File: config.mk
export PLATFORM = sky130hd
export DESIGN_NAME = oct_timing
export DESIGN_NICKNAME = d
export VERILOG_FILES = /design/src/oct_pkg.sv /design/src/oct_down_counter.sv /design/src/oct_timing.sv
export VERILOG_INCLUDE_DIRS = /design/src
export SDC_FILE = /design/constraint.sdc
export NUM_CORES = 1
export LEC_CHECK = 0
export BUFFER_PORTS_ARGS = -buffer_cell sky130_fd_sc_hd__buf_2
export CAP_MARGIN = 10
export CORE_ASPECT_RATIO = 0.9
export CORE_MARGIN = 4
export CORE_UTILIZATION = 54
export CTS_BUF_LIST = sky130_fd_sc_hd__clkbuf_2
export CTS_CLUSTER_SIZE = 16
export DETAILED_ROUTE_END_ITERATION = 6
export PLACE_DENSITY = 0.86
export SLEW_MARGIN = 0
export SYNTH_ARGS = -nofsm -noshare
export SYNTH_HDL_FRONTEND = slang
export SYNTH_SLANG_ARGS = --single-unit
File: constraint.sdc
create_clock -name clk -period 3 [get_ports clk]
set_clock_uncertainty 0.1 [all_clocks]
set_input_delay 0.45 -clock clk [delete_from_list [all_inputs] [get_ports clk]]
set_output_delay 0.45 -clock clk [all_outputs]
set_load 0.01 [all_outputs]
File: src/oct_timing_params.svh
/*
  timing constants for the one-cycle core instruction timing block: each
  instruction form as a packed {length in bytes, execution cycles} pair.
  assumes: included by bare name, definitions only.
*/
`ifndef OCT_TIMING_PARAMS_SVH
`define OCT_TIMING_PARAMS_SVH

// field layout of a packed timing entry: {len[1:0], cyc[2:0]}
`define OCT_LEN_MSB 4
`define OCT_LEN_LSB 3
`define OCT_CYC_MSB 2
`define OCT_CYC_LSB 0

// documented widths of the length and cycle fields
`define OCT_LEN_W 2
`define OCT_CYC_W 3

// reset value of captured opcode and timing
`define OCT_OP_RST  8'h00
`define OCT_ENT_RST 5'h00

// accumulator loads
`define OCT_T_MOV_A_RN   {2'h1, 3'h1}
`define OCT_T_MOV_A_DIR  {2'h2, 3'h2}
`define OCT_T_MOV_A_IND  {2'h1, 3'h2}
`define OCT_T_MOV_A_IMM  {2'h2, 3'h2}
// working register writes
`define OCT_T_MOV_RN_A   {2'h1, 3'h2}
`define OCT_T_MOV_RN_DIR {2'h2, 3'h4}
`define OCT_T_MOV_RN_IMM {2'h2, 3'h2}
// direct byte writes
`define OCT_T_MOV_DIR_A   {2'h2, 3'h3}
`define OCT_T_MOV_DIR_RN  {2'h2, 3'h3}
`define OCT_T_MOV_DIR_DIR {2'h3, 3'h4}
`define OCT_T_MOV_DIR_IND {2'h2, 3'h4}
`define OCT_T_MOV_DIR_IMM {2'h3, 3'h3}
// indirect ram writes
`define OCT_T_MOV_IND_A   {2'h1, 3'h3}
`define OCT_T_MOV_IND_DIR {2'h2, 3'h3}
`define OCT_T_MOV_IND_IMM {2'h2, 3'h3}
// pointer, code and auxiliary ram moves
`define OCT_T_MOV_DPTR    {2'h3, 3'h3}
`define OCT_T_MOVC        {2'h1, 3'h4}
`define OCT_T_MOVX_RD     {2'h1, 3'h3}
`define OCT_T_MOVX_WR_RI  {2'h1, 3'h4}
`define OCT_T_MOVX_WR_DP  {2'h1, 3'h3}
// stack and exchange
`define OCT_T_PUSH        {2'h2, 3'h4}
`define OCT_T_POP         {2'h2, 3'h3}
`define OCT_T_XCH_RN      {2'h1, 3'h3}
`define OCT_T_XCH_DIR     {2'h2, 3'h4}
`define OCT_T_XCH_IND     {2'h1, 3'h4}
// add, add with carry, subtract with borrow share one timing set
`define OCT_T_ARI_RN      {2'h1, 3'h2}
`define OCT_T_ARI_DIR     {2'h2, 3'h3}
`define OCT_T_ARI_IND     {2'h1, 3'h3}
`define OCT_T_ARI_IMM     {2'h2, 3'h2}
// anything outside the decoded groups runs as one byte, one cycle
`define OCT_T_OTHER       {2'h1, 3'h1}

`endif

File: src/oct_pkg.sv
/*
  types for the one-cycle core instruction timing block.
  assumes: compiled before the design modules.
*/
package oct_pkg;

  typedef enum logic [1:0] {
    oct_st_idle,
    oct_st_exec
  } oct_state_t;

  typedef enum logic [2:0] {
    oct_grp_other,
    oct_grp_move,
    oct_grp_code,
    oct_grp_aux,
    oct_grp_stack,
    oct_grp_xch,
    oct_grp_arith
  } oct_group_t;

endpackage : oct_pkg

File: src/oct_down_counter.sv
/*
  loadable down counter that stops at zero.
  assumes: one clock, synchronous active-high reset.
*/
`timescale 1ns/1ps
module oct_down_counter #(
  parameter int W = 3
) (
  // clock and reset
  input  wire logic         clk,
  input  wire logic         reset,
  // control
  input  wire logic         load,
  input  wire logic [W-1:0] load_val,
  // state
  output logic      [W-1:0] count_reg
);

  logic [W-1:0] count_next;

  // a load wins over counting; zero holds so a stale count never wraps
  assign count_next = load ? load_val :
                      (count_reg != '0) ? count_reg - W'(1) : count_reg;

  always_ff @(posedge clk) begin
    if (reset) count_reg <= '0;
    else       count_reg <= count_next;
  end

endmodule : oct_down_counter

File: src/oct_timing.sv
/*
  instruction length and execution timing sequencer for the data transfer
  and arithmetic groups of a one-clock-per-cycle 8-bit core.
  assumes: the fetch unit offers the first opcode byte with op_valid and
  holds it until op_ready; operand bytes are fetched on operand_req.
*/
// Function
// - load accumulator: register 1/1, direct 2/2, indirect 1/2, immediate 2/2
// - write register: from accumulator 1/2, direct 2/4, immediate 2/2
// - write direct: acc or reg 2/3, direct 3/4, indirect 2/4, immediate 3/3
// - write indirect ram takes 3 cycles; 1 byte from acc, else 2
// - load 16-bit data pointer with constant: 3 bytes, 3 cycles
// - code byte read relative to pointer or program counter: 1 byte, 4 cycles
// - auxiliary ram read into accumulator: 1 byte, 3 cycles, either address form
// - accumulator to auxiliary ram: 4 cycles 8-bit address, 3 cycles pointer
// - external ram moves unsupported; those forms target on-chip auxiliary ram
// - push direct 2 bytes 4 cycles; pop direct 2 bytes 3 cycles
// - exchange: register 1/3, direct 2/4, indirect or low nibble 1/4
// - add: register 1/2, direct 2/3, indirect 1/3, immediate 2/2
// - add with carry uses the same sizes and cycles as add
// - subtract with borrow: register 1/2, direct 2/3, indirect 1/3
// - subtract with borrow immediate: 2 bytes, 2 cycles
`timescale 1ns/1ps
`include "oct_timing_params.svh"
module oct_timing
  import oct_pkg::*;
#(
  parameter int LEN_W = `OCT_LEN_W,
  parameter int CYC_W = `OCT_CYC_W
) (
  // clock and reset
  input  wire logic             clk,
  input  wire logic             reset,
  // opcode offer from the fetch unit
  input  wire logic             op_valid,
  input  wire logic [7:0]       op_byte,
  output logic                  op_ready,
  // operand byte fetch, one byte per high cycle
  output logic                  operand_req,
  // instruction retire report
  output logic                  done,
  output logic [7:0]            done_opcode,
  output logic [LEN_W-1:0]      done_len,
  output logic [CYC_W-1:0]      done_cycles,
  output oct_group_t            done_group,
  output logic                  done_aux_ram,
  output logic                  done_other,
  // status
  output logic                  busy
);

  // refuse widths too narrow for the longest form (3 bytes, 4 cycles)
  if (LEN_W < `OCT_LEN_W || CYC_W < `OCT_CYC_W) begin : g_width_check
    $error("oct_timing: LEN_W or CYC_W too narrow for the timing table");
  end

  logic [4:0]       ent;
  oct_group_t       grp;
  logic             aux_ram;
  logic [LEN_W-1:0] dec_len;
  logic [CYC_W-1:0] dec_cyc;

  // opcode decode to {len, cyc}; standard encoding, operand bytes follow opcode
  always_comb begin
    ent     = `OCT_T_OTHER;
    grp     = oct_grp_move;
    aux_ram = 1'b0;
    casez (op_byte)
      8'he8, 8'he9, 8'hea, 8'heb,
      8'hec, 8'hed, 8'hee, 8'hef: ent = `OCT_T_MOV_A_RN;
      8'he5:                      ent = `OCT_T_MOV_A_DIR;
      8'he6, 8'he7:               ent = `OCT_T_MOV_A_IND;
      8'h74:                      ent = `OCT_T_MOV_A_IMM;
      8'b1111_1???:               ent = `OCT_T_MOV_RN_A;
      8'b1010_1???:               ent = `OCT_T_MOV_RN_DIR;
      8'b0111_1???:               ent = `OCT_T_MOV_RN_IMM;
      8'hf5:                      ent = `OCT_T_MOV_DIR_A;
      8'b1000_1???:               ent = `OCT_T_MOV_DIR_RN;
      8'h85:                      ent = `OCT_T_MOV_DIR_DIR;
      8'h86, 8'h87:               ent = `OCT_T_MOV_DIR_IND;
      8'h75:                      ent = `OCT_T_MOV_DIR_IMM;
      8'hf6, 8'hf7:               ent = `OCT_T_MOV_IND_A;
      8'ha6, 8'ha7:               ent = `OCT_T_MOV_IND_DIR;
      8'h76, 8'h77:               ent = `OCT_T_MOV_IND_IMM;
      8'h90:                      ent = `OCT_T_MOV_DPTR;
      8'h93, 8'h83: begin
        ent = `OCT_T_MOVC;
        grp = oct_grp_code;
      end
      8'he0, 8'he2, 8'he3: begin
        ent     = `OCT_T_MOVX_RD;
        grp     = oct_grp_aux;
        aux_ram = 1'b1;
      end
      8'hf2, 8'hf3: begin
        ent     = `OCT_T_MOVX_WR_RI;
        grp     = oct_grp_aux;
        aux_ram = 1'b1;
      end
      8'hf0: begin
        ent     = `OCT_T_MOVX_WR_DP;
        grp     = oct_grp_aux;
        aux_ram = 1'b1;
      end
      8'hc0: begin
        ent = `OCT_T_PUSH;
        grp = oct_grp_stack;
      end
      8'hd0: begin
        ent = `OCT_T_POP;
        grp = oct_grp_stack;
      end
      8'b1100_1???: begin
        ent = `OCT_T_XCH_RN;
        grp = oct_grp_xch;
      end
      8'hc5: begin
        ent = `OCT_T_XCH_DIR;
        grp = oct_grp_xch;
      end
      8'hc6, 8'hc7, 8'hd6, 8'hd7: begin
        ent = `OCT_T_XCH_IND;
        grp = oct_grp_xch;
      end
      // add 2x, add with carry 3x, subtract with borrow 9x share the low nibble
      8'b0010_1???, 8'b0011_1???, 8'b1001_1???: begin
        ent = `OCT_T_ARI_RN;
        grp = oct_grp_arith;
      end
      8'h25, 8'h35, 8'h95: begin
        ent = `OCT_T_ARI_DIR;
        grp = oct_grp_arith;
      end
      8'h26, 8'h27, 8'h36, 8'h37, 8'h96, 8'h97: begin
        ent = `OCT_T_ARI_IND;
        grp = oct_grp_arith;
      end
      8'h24, 8'h34, 8'h94: begin
        ent = `OCT_T_ARI_IMM;
        grp = oct_grp_arith;
      end
      default: begin
        ent = `OCT_T_OTHER;
        grp = oct_grp_other;
      end
    endcase
  end

  assign dec_len = LEN_W'(ent[`OCT_LEN_MSB:`OCT_LEN_LSB]);
  assign dec_cyc = CYC_W'(ent[`OCT_CYC_MSB:`OCT_CYC_LSB]);

  oct_state_t       state_reg;
  oct_state_t       state_next;
  logic             ready_reg;
  logic             ready_next;
  logic             req_reg;
  logic             accept;
  logic             one_cycle;
  logic             last_exec;
  logic             finish;
  logic [CYC_W-1:0] cyc_cnt;
  logic [LEN_W-1:0] byte_cnt;
  logic [CYC_W-1:0] cyc_load;
  logic [LEN_W-1:0] byte_load;
  logic [LEN_W-1:0] byte_after;

  // an opcode is only taken while idle, so a running instruction always
  // spends its full count before the next one starts
  assign accept     = op_valid & ready_reg;
  assign one_cycle  = (dec_cyc == CYC_W'(1));
  assign last_exec  = (state_reg == oct_st_exec) && (cyc_cnt == CYC_W'(1));
  assign finish     = (accept & one_cycle) | last_exec;
  assign cyc_load   = dec_cyc - CYC_W'(1);
  assign byte_load  = dec_len - LEN_W'(1);
  assign byte_after = accept ? byte_load :
                      (byte_cnt != '0) ? byte_cnt - LEN_W'(1) : byte_cnt;

  // remaining execution cycles after the accept cycle, one per clock
  oct_down_counter #(
    .W (CYC_W)
  ) u_cycle_count (
    .clk       (clk),
    .reset     (reset),
    .load      (accept),
    .load_val  (cyc_load),
    .count_reg (cyc_cnt)
  );

  // remaining operand bytes to fetch; the table keeps length within cycles
  oct_down_counter #(
    .W (LEN_W)
  ) u_byte_count (
    .clk       (clk),
    .reset     (reset),
    .load      (accept),
    .load_val  (byte_load),
    .count_reg (byte_cnt)
  );

  // state and ready sequencing
  always_comb begin
    state_next = state_reg;
    ready_next = ready_reg;
    case (state_reg)
      oct_st_idle: begin
        if (accept && !one_cycle) begin
          state_next = oct_st_exec;
          ready_next = 1'b0;
        end
      end
      oct_st_exec: begin
        if (last_exec) begin
          state_next = oct_st_idle;
          ready_next = 1'b1;
        end
      end
      default: begin
        state_next = oct_st_idle;
        ready_next = 1'b1;
      end
    endcase
  end

  always_ff @(posedge clk) begin
    if (reset) begin
      state_reg <= oct_st_idle;
      ready_reg <= 1'b1;
      req_reg   <= 1'b0;
    end else begin
      state_reg <= state_next;
      ready_reg <= ready_next;
      req_reg   <= (byte_after != '0);
    end
  end

  logic [7:0]       cur_op;
  logic [4:0]       cur_ent;
  oct_group_t       cur_grp;
  logic             cur_aux;
  logic [7:0]       rep_op;
  logic [4:0]       rep_ent;
  oct_group_t       rep_grp;
  logic             rep_aux;
  logic             done_reg;
  logic [7:0]       dop_reg;
  logic [4:0]       dent_reg;
  oct_group_t       dgrp_reg;
  logic             daux_reg;

  // a one-cycle form retires on its accept edge, so report the live decode
  assign rep_op  = accept ? op_byte : cur_op;
  assign rep_ent = accept ? ent     : cur_ent;
  assign rep_grp = accept ? grp     : cur_grp;
  assign rep_aux = accept ? aux_ram : cur_aux;

  // capture decode on accept, publish it on the retire edge
  always_ff @(posedge clk) begin
    if (reset) begin
      cur_op   <= `OCT_OP_RST;
      cur_ent  <= `OCT_ENT_RST;
      cur_grp  <= oct_grp_other;
      cur_aux  <= 1'b0;
      done_reg <= 1'b0;
      dop_reg  <= `OCT_OP_RST;
      dent_reg <= `OCT_ENT_RST;
      dgrp_reg <= oct_grp_other;
      daux_reg <= 1'b0;
    end else begin
      cur_op   <= rep_op;
      cur_ent  <= rep_ent;
      cur_grp  <= rep_grp;
      cur_aux  <= rep_aux;
      done_reg <= finish;
      if (finish) begin
        dop_reg  <= rep_op;
        dent_reg <= rep_ent;
        dgrp_reg <= rep_grp;
        daux_reg <= rep_aux;
      end
    end
  end

  // every output is a flop or a compare on one; no external ram strobe exists at all
  assign op_ready     = ready_reg;
  assign operand_req  = req_reg;
  assign done         = done_reg;
  assign done_opcode  = dop_reg;
  assign done_len     = LEN_W'(dent_reg[`OCT_LEN_MSB:`OCT_LEN_LSB]);
  assign done_cycles  = CYC_W'(dent_reg[`OCT_CYC_MSB:`OCT_CYC_LSB]);
  assign done_group   = dgrp_reg;
  assign done_aux_ram = daux_reg;
  assign done_other   = (dgrp_reg == oct_grp_other);
  assign busy         = (state_reg == oct_st_exec);

endmodule : oct_timing

=== Word-level counts from Yosys, hierarchy flattened ===
Index checks and enable logic that the tools add are counted.

* Bits in registers: 44
* Output and inout bits: 22
* Input bits: 11
* Word-level logic and storage cells: 125

* Bitwise logic cells: 3
* Add/sub/neg operators: 4
* Mux-type cells: 17
* Equal/unequal tests: 64
* Reductions and logical operators: 23

{| class="wikitable"
|+ Operators by type and width
! cell !! count
|-
| 8-bit == test (second input constant) || 39
|-
| 8-bit by 6-bit == test with 1-bit output (second input constant) || 8
|-
| 5-bit one-hot mux with 8 select lines || 1
|-
| 8-bit by 7-bit == test with 1-bit output (second input constant) || 4
|-
| 28-bit OR reduction || 1
|-
| 5-bit == test (second input constant) || 5
|-
| 6-bit OR reduction || 4
|-
| 3-bit one-hot mux with 6 select lines || 1
|-
| 15-bit OR reduction || 1
|-
| 13-bit OR reduction || 1
|-
| 5-bit by 3-bit == test with 1-bit output (second input constant) || 2
|-
| 10-bit OR reduction || 1
|-
| 3-bit two-way mux || 3
|-
| 2-bit two-way mux || 4
|-
| 8-bit two-way mux || 1
|-
| 8-bit OR reduction || 1
|-
| 3-bit by 1-bit == test with 1-bit output (second input constant) || 2
|-
| 2-bit nonzero test || 3
|-
| 2-bit OR reduction || 3
|-
| 3-bit by 1-bit subtractor with 3-bit output (second input constant) || 2
|-
| 5-bit by 4-bit == test with 1-bit output (second input constant) || 1
|-
| 5-bit two-way mux || 1
|-
| 5-bit OR reduction || 1
|-
| 1-bit two-way mux || 4
|-
| 14 further kinds || 17
|}

=== Depth between registers and ports, before layout ===
* Word-level depth: 8
* Mapped depth: 14
* Gate-level depth less buffers: 11

=== By module ===
Synthesis repeated with hierarchy kept, for this count alone.

* Cells, all modules: 285
* Area total of the unflattened synthesis: 2443.6 um^2

{| class="wikitable"
|+ By module, submodules not included
! module !! area each (um^2) !! cells each !! times used !! sequential area each (um^2)
|-
| oct_timing || 2119.5 || 252 || 1 || 760.7
|-
| oct_down_counter at u_cycle_count || 202.7 || 21 || 1 || 60.1
|-
| oct_down_counter at u_byte_count || 121.4 || 12 || 1 || 40.0
|}

=== Least setup slack after synthesis ===
No wires, ideal clock.

* Path type: input to register
* Start point: input op_byte[4]
* End point: register dop_reg[2], in the netlist done_opcode[2]
* Library setup time: 0.080 ns
* Setup slack: -0.209 ns
* Cell stages on the path: 13
* Path buffers: 3
* Required time: 2.820 ns
* Arrival: 3.029 ns
* Cells stage by stage: buf_2 > or3b_1 > or4b_1 > and4_1 > and4_4 > a31o_4 > ha_1 > nand2_1 > a21oi_1 > a21o_1 > buf_6 > buf_6 > a211oi_2

* Word-level cells in the longest chain between the ends: 6
* Elaborated cells between the ends (all ways): 62
* Classes of those cells: 52 x eq/ne; 1 x mux; 2 x bitwise; 7 x reduce/logical

{| class="wikitable"
|+ RTL lines
! what !! RTL line !! RTL
|-
| start, declared || oct_timing.sv:36 || <nowiki>input wire logic [7:0] op_byte,</nowiki>
|-
| 8-bit by 6-bit == test with 1-bit output (tied with other cells) || oct_timing.sv:68 || <nowiki>casez (op_byte)</nowiki>
|-
| 13-bit OR reduction (no line) (tied with other cells) || -- ||
|-
| 5-bit one-hot mux with 8 select lines * || oct_timing.sv:68 ||
|-
| 3-bit by 1-bit == test with 1-bit output * || oct_timing.sv:170 || <nowiki>assign one_cycle = (dec_cyc == CYC_W'(1));</nowiki>
|-
| 1-bit AND * || oct_timing.sv:172 || <nowiki>assign finish = (accept & one_cycle) | last_exec;</nowiki>
|-
| 1-bit OR * || oct_timing.sv:172 ||
|-
| end signal, assigned || oct_timing.sv:264 || <nowiki>dop_reg <= `OCT_OP_RST;</nowiki>
|-
| end signal, assigned || oct_timing.sv:275 || <nowiki>dop_reg <= rep_op;</nowiki>
|-
| end, declared || oct_timing.sv:245 || <nowiki>logic [7:0] dop_reg;</nowiki>
|}

Every way passes the cells marked *; elsewhere a longest branch is shown, timed or not.
A chain may end at the register's enable or synchronous reset.

=== Worst setup path after layout ===
* Start point: input op_byte[4]
* End point: register dgrp_reg[1], in the netlist done_group[1]

* Word-level cells in the longest chain between the ends: 6
* Elaborated cells between the ends (all ways): 78
* Classes of those cells: 60 x eq/ne; 3 x mux; 2 x bitwise; 13 x reduce/logical

{| class="wikitable"
|+ RTL lines
! what !! RTL line !! RTL
|-
| 8-bit by 6-bit == test with 1-bit output (tied with other cells) || oct_timing.sv:68 ||
|-
| 13-bit OR reduction (no line) (tied with other cells) || -- ||
|-
| 5-bit one-hot mux with 8 select lines || oct_timing.sv:68 ||
|-
| 3-bit by 1-bit == test with 1-bit output || oct_timing.sv:170 ||
|-
| 1-bit AND || oct_timing.sv:172 ||
|-
| 1-bit OR || oct_timing.sv:172 ||
|-
| end signal, assigned || oct_timing.sv:266 || <nowiki>dgrp_reg <= oct_grp_other;</nowiki>
|-
| end signal, assigned || oct_timing.sv:277 || <nowiki>dgrp_reg <= rep_grp;</nowiki>
|-
| end, declared || oct_timing.sv:247 || <nowiki>oct_group_t dgrp_reg;</nowiki>
|}

Parallel ways exist; a longest one is shown, timed or not.

==> out/metrics.yaml <==
status:
  status: "complete, no violations"
timing:
  slew_violations: 0
  rsz0062_at_grt: "no"
  maxSlewHeadroom_pct: 53.3
  fin_crit_sh_pct: 96.5
  worstMarginPinSlew_ns: 0.700
  finalCriticalPeriod_ns: 2.90
  setup_viol: 0
  hold_viol_final: 0
  fmax_mhz: 345
clock_tree:
  path_clk_slew_ns: 0.23
  cts_tree: "yes"
  cts_num_sinks: 43
  cts.path.max_buffers: 2
  cts_made_buffers: 5
  clock_latency_ns: 0.41
  ctsHoldBuffers: 0
  htreeDepth: 2
  root_buffer: "clkbuf_2"
flow_run:
  max_cap_violations: 0
route:
  drtIter0Drc: 207
  avgViaCountPerCell: 5.70
  routed_wl_um: 6110
  final_antenna_net_count: 0
  drt-pass1-iter-count: 5
  vias: 2347
  wire_per_inst_um: 14.8
  drc: 0
synthesis:
  synth_top_area_share_pct: 35.7
  synth_sequential_area_ratio_pct: 35.7
  ys_async_sr_fraction_pct: 0
  synth.net_count: 303
  yosys.area.top_type: "dfxtp_1"
  synth_edf_count: 0
  synth_cell_type_count: 58
  synthTopCellsByArea: "dfxtp_1 36%, nor2_1 5.9%, mux2i_1 5.4%, a211oi_2 3.6%, nand2_1 3.3%"
  synth_seq_cells: 43
  syn_area_sq_mm: 0.00241
  synth-main-ff-cell: "dfxtp_1"
  syn_inst: 287
  avgSynthCellArea_sq_um: 8.41
  yosys_warnings: 0
worst_setup_path:
  reg2reg_from: "op_ready$_SDFFE_PP1P_"
  critical-path-top-delay-family: "simple AND/OR/NAND/NOR gates"
  critPathMaxFanout: 24
  cp.required_ns: 3.19
  crit_type: "in -> reg"
  cp-end-kind: "flop"
  path_buf_inv: 4
  cp-startpoint: "op_byte[4]"
  cp_cell_sequence: "buf_2, buf_4, or4bb_1, a21oi_1, a211oi_1, or4b_4, buf_4, a31o_4, ha_4, nand2_2, a21oi_2, a21o_1, buf_12, mux2i_1, nor2_1"
  crit_path_start_kind: "input pin"
  cp_common_cell: "buf_4"
  crit_path_max_incr_delay_ns: 0.53
  ff2ff_setup_slack_ns: 0.98
  critPathArrivalTime_ns: 3.09
  reg2reg_to: "done_group[1]$_SDFFE_PP0P_"
  critPathSlowestCell: "or4b_4"
  rr_worst_depth: 7
final_layout:
  synthToLayoutAreaGrowth_pct: 23.8
  drive_gt1_share_pct: 30.1
  num_antenna_cells: 0
  nets: 367
  stdcell_area_sq_mm: 0.00299
pwr:
  ir_worst_vdd_v: 0.000459
  powerDensity_mw_per_mm2: 481
  power_w: 0.00144
  p_leak_nw: 1.33
floorplan:
  start_util_pct: 57.7
  die_w_um: 78.5
  io_pins: 33
  die_area_sq_mm: 0.00560
  rows: 22
  core_sq_mm: 0.00418
  dieHeight_um: 71.4
global_routing:
  overflow: 0
  antenna_found_initial: 0
  grt_pass1_vias: 2176
  grt_max_degree: 35
  grt_use_total_pct: 23.1
  grt_pass1_wl_um: 10400
hold_path:
  holdPathEnd: "op_ready$_SDFFE_PP1P_"
  holdPathStages: 3
  hold_path.class: "in -> reg"
  hold_start: "op_valid"
place:
  io_buffers: 32
  gp_congestion: 0.970
  dpl_cell_area_sq_mm: 0.00293
  hpwlAfterDp_um: 4590
==> what timing repair did <==
item                       in CTS  in global routing
buffers inserted                0                  0
hold endpoints to repair        0                  0
gates resized for setup         0                  3
setup endpoints to repair       0                  8
==> power by group <==
| group | switching, W | leakage [nW] | internal [W] | total [W] |
|---|---|---|---|---|
| registers | 0.0000329 | 0.354 | 0.000643 | 0.000676 |
| clock network | 0.000186 | 0.0241 | 0.0000519 | 0.000238 |
| logic | 0.000284 | 0.953 | 0.000239 | 0.000523 |
==> synth_stat cells (2+ instances only) <==
cell type,count
o211ai_1,2
and2_1,5
nand3_1,9
dfxtp_1,43
a31oi_1,6
nand2b_1,5
o21ai_0,6
nor3b_1,2
o22a_1,2
a22oi_1,2
or4bb_1,3
nor2_1,38
o41ai_1,2
nor2b_1,9
nand2_1,21
and3_1,2
a21o_1,4
o22ai_1,4
xnor2_1,3
o32ai_1,2
a21oi_1,11
a211oi_2,7
o211a_1,2
nand4_1,5
or4b_1,2
inv_1,8
mux2i_1,13
ha_1,5
nor3_1,6
xor2_1,2
a211oi_1,7
or3b_2,2
buf_6,2
buf_2,3
nand3b_1,3
clkbuf_1,17
==> layer usage <==
layer	GRT usage [%]	up-vias	share of wire (%)
li1	-	1154	-
met1	33.4	1091	48
met2	35.5	94	44
met3	4.27	8	6.2
met4	6.02	0	1.3
met5	0	-	0
==> area by class of cell <==
cell class | count | area, sq um
Sequential cell | 43 | 861
Inverter | 9 | 33.8
Fill cell | 335 | 1200
Tap cell | 60 | 75.1
Clock buffer | 5 | 25.0
Clock inverter | 3 | 15.0
Timing Repair Buffer | 80 | 533
Multi-Input combinational cell | 212 | 1440
==> cell usage in the layout, fill, tap and decap left out, types with 3 or more instances in the layout <==
cell type   n
a31oi_1     6
dfxtp_1    43
xnor2_1     3
ha_1        4
mux2i_1    13
buf_2      32
o22ai_1     4
and2_1      5
nand4_1     5
a21oi_1    10
nand2b_1    5
nor2_1     37
clkbuf_2    5
a21o_1      4
inv_1       8
nor2b_1     9
a211oi_1    7
nand3b_1    3
nand2_1    20
o21ai_0     6
buf_4      47
nor3_1      6
a211oi_2    7
nand3_1     9
or4bb_1     3
==> how the worst max path moves through the flow <==
stage | to | depth (start not counted)
after floorplan | done_aux_ram$_SDFFE_PP0P_ | 13
after global placement | done_group[2]$_SDFFE_PP0P_ | 13
after detailed placement | done_group[1]$_SDFFE_PP0P_ | 14
after CTS | done_group[1]$_SDFFE_PP0P_ | 14
after global routing | done_group[1]$_SDFFE_PP0P_ | 15
final | done_group[1]$_SDFFE_PP0P_ | 15
==> stage by stage <==
step	utilization [%]	instances	setup TNS [ns]	hold slack (ns)	setup slack (ns)
floorplan	-	287	-1.35	0.357	-0.111
global route	71.4	412	0	0.296	0.00305
CTS	71.1	412	0	0.268	0.107
detailed placement	70.1	404	-4.29	0.377	-0.346
finish	71.4	412	0	0.285	0.105
global placement	70.1	404	-2.75	0.362	-0.173
==> worst min-delay path: stages <==
cell and delay (ns):
buf_2 0.11, a31oi_1 0.13, or2_2 0.10
==> kinds of logic (layout without fill, tap and decap cells) <==
logic type | after synthesis | count (layout) | synth area share [%]
flip-flops | 43 | 43 | 35.7
buffers and inverters | 32 | 97 | 5.76
multiplexers | 13 | 13 | 5.39
AND/OR/NAND/NOR | 123 | 123 | 27.2
AO/OA/AOI/OAI | 66 | 66 | 21.6
XOR/XNOR | 5 | 5 | 1.82
adder cells (fa/ha/maj) | 5 | 5 | 2.59
No activity file was read; power rests on OpenSTA's default activity.
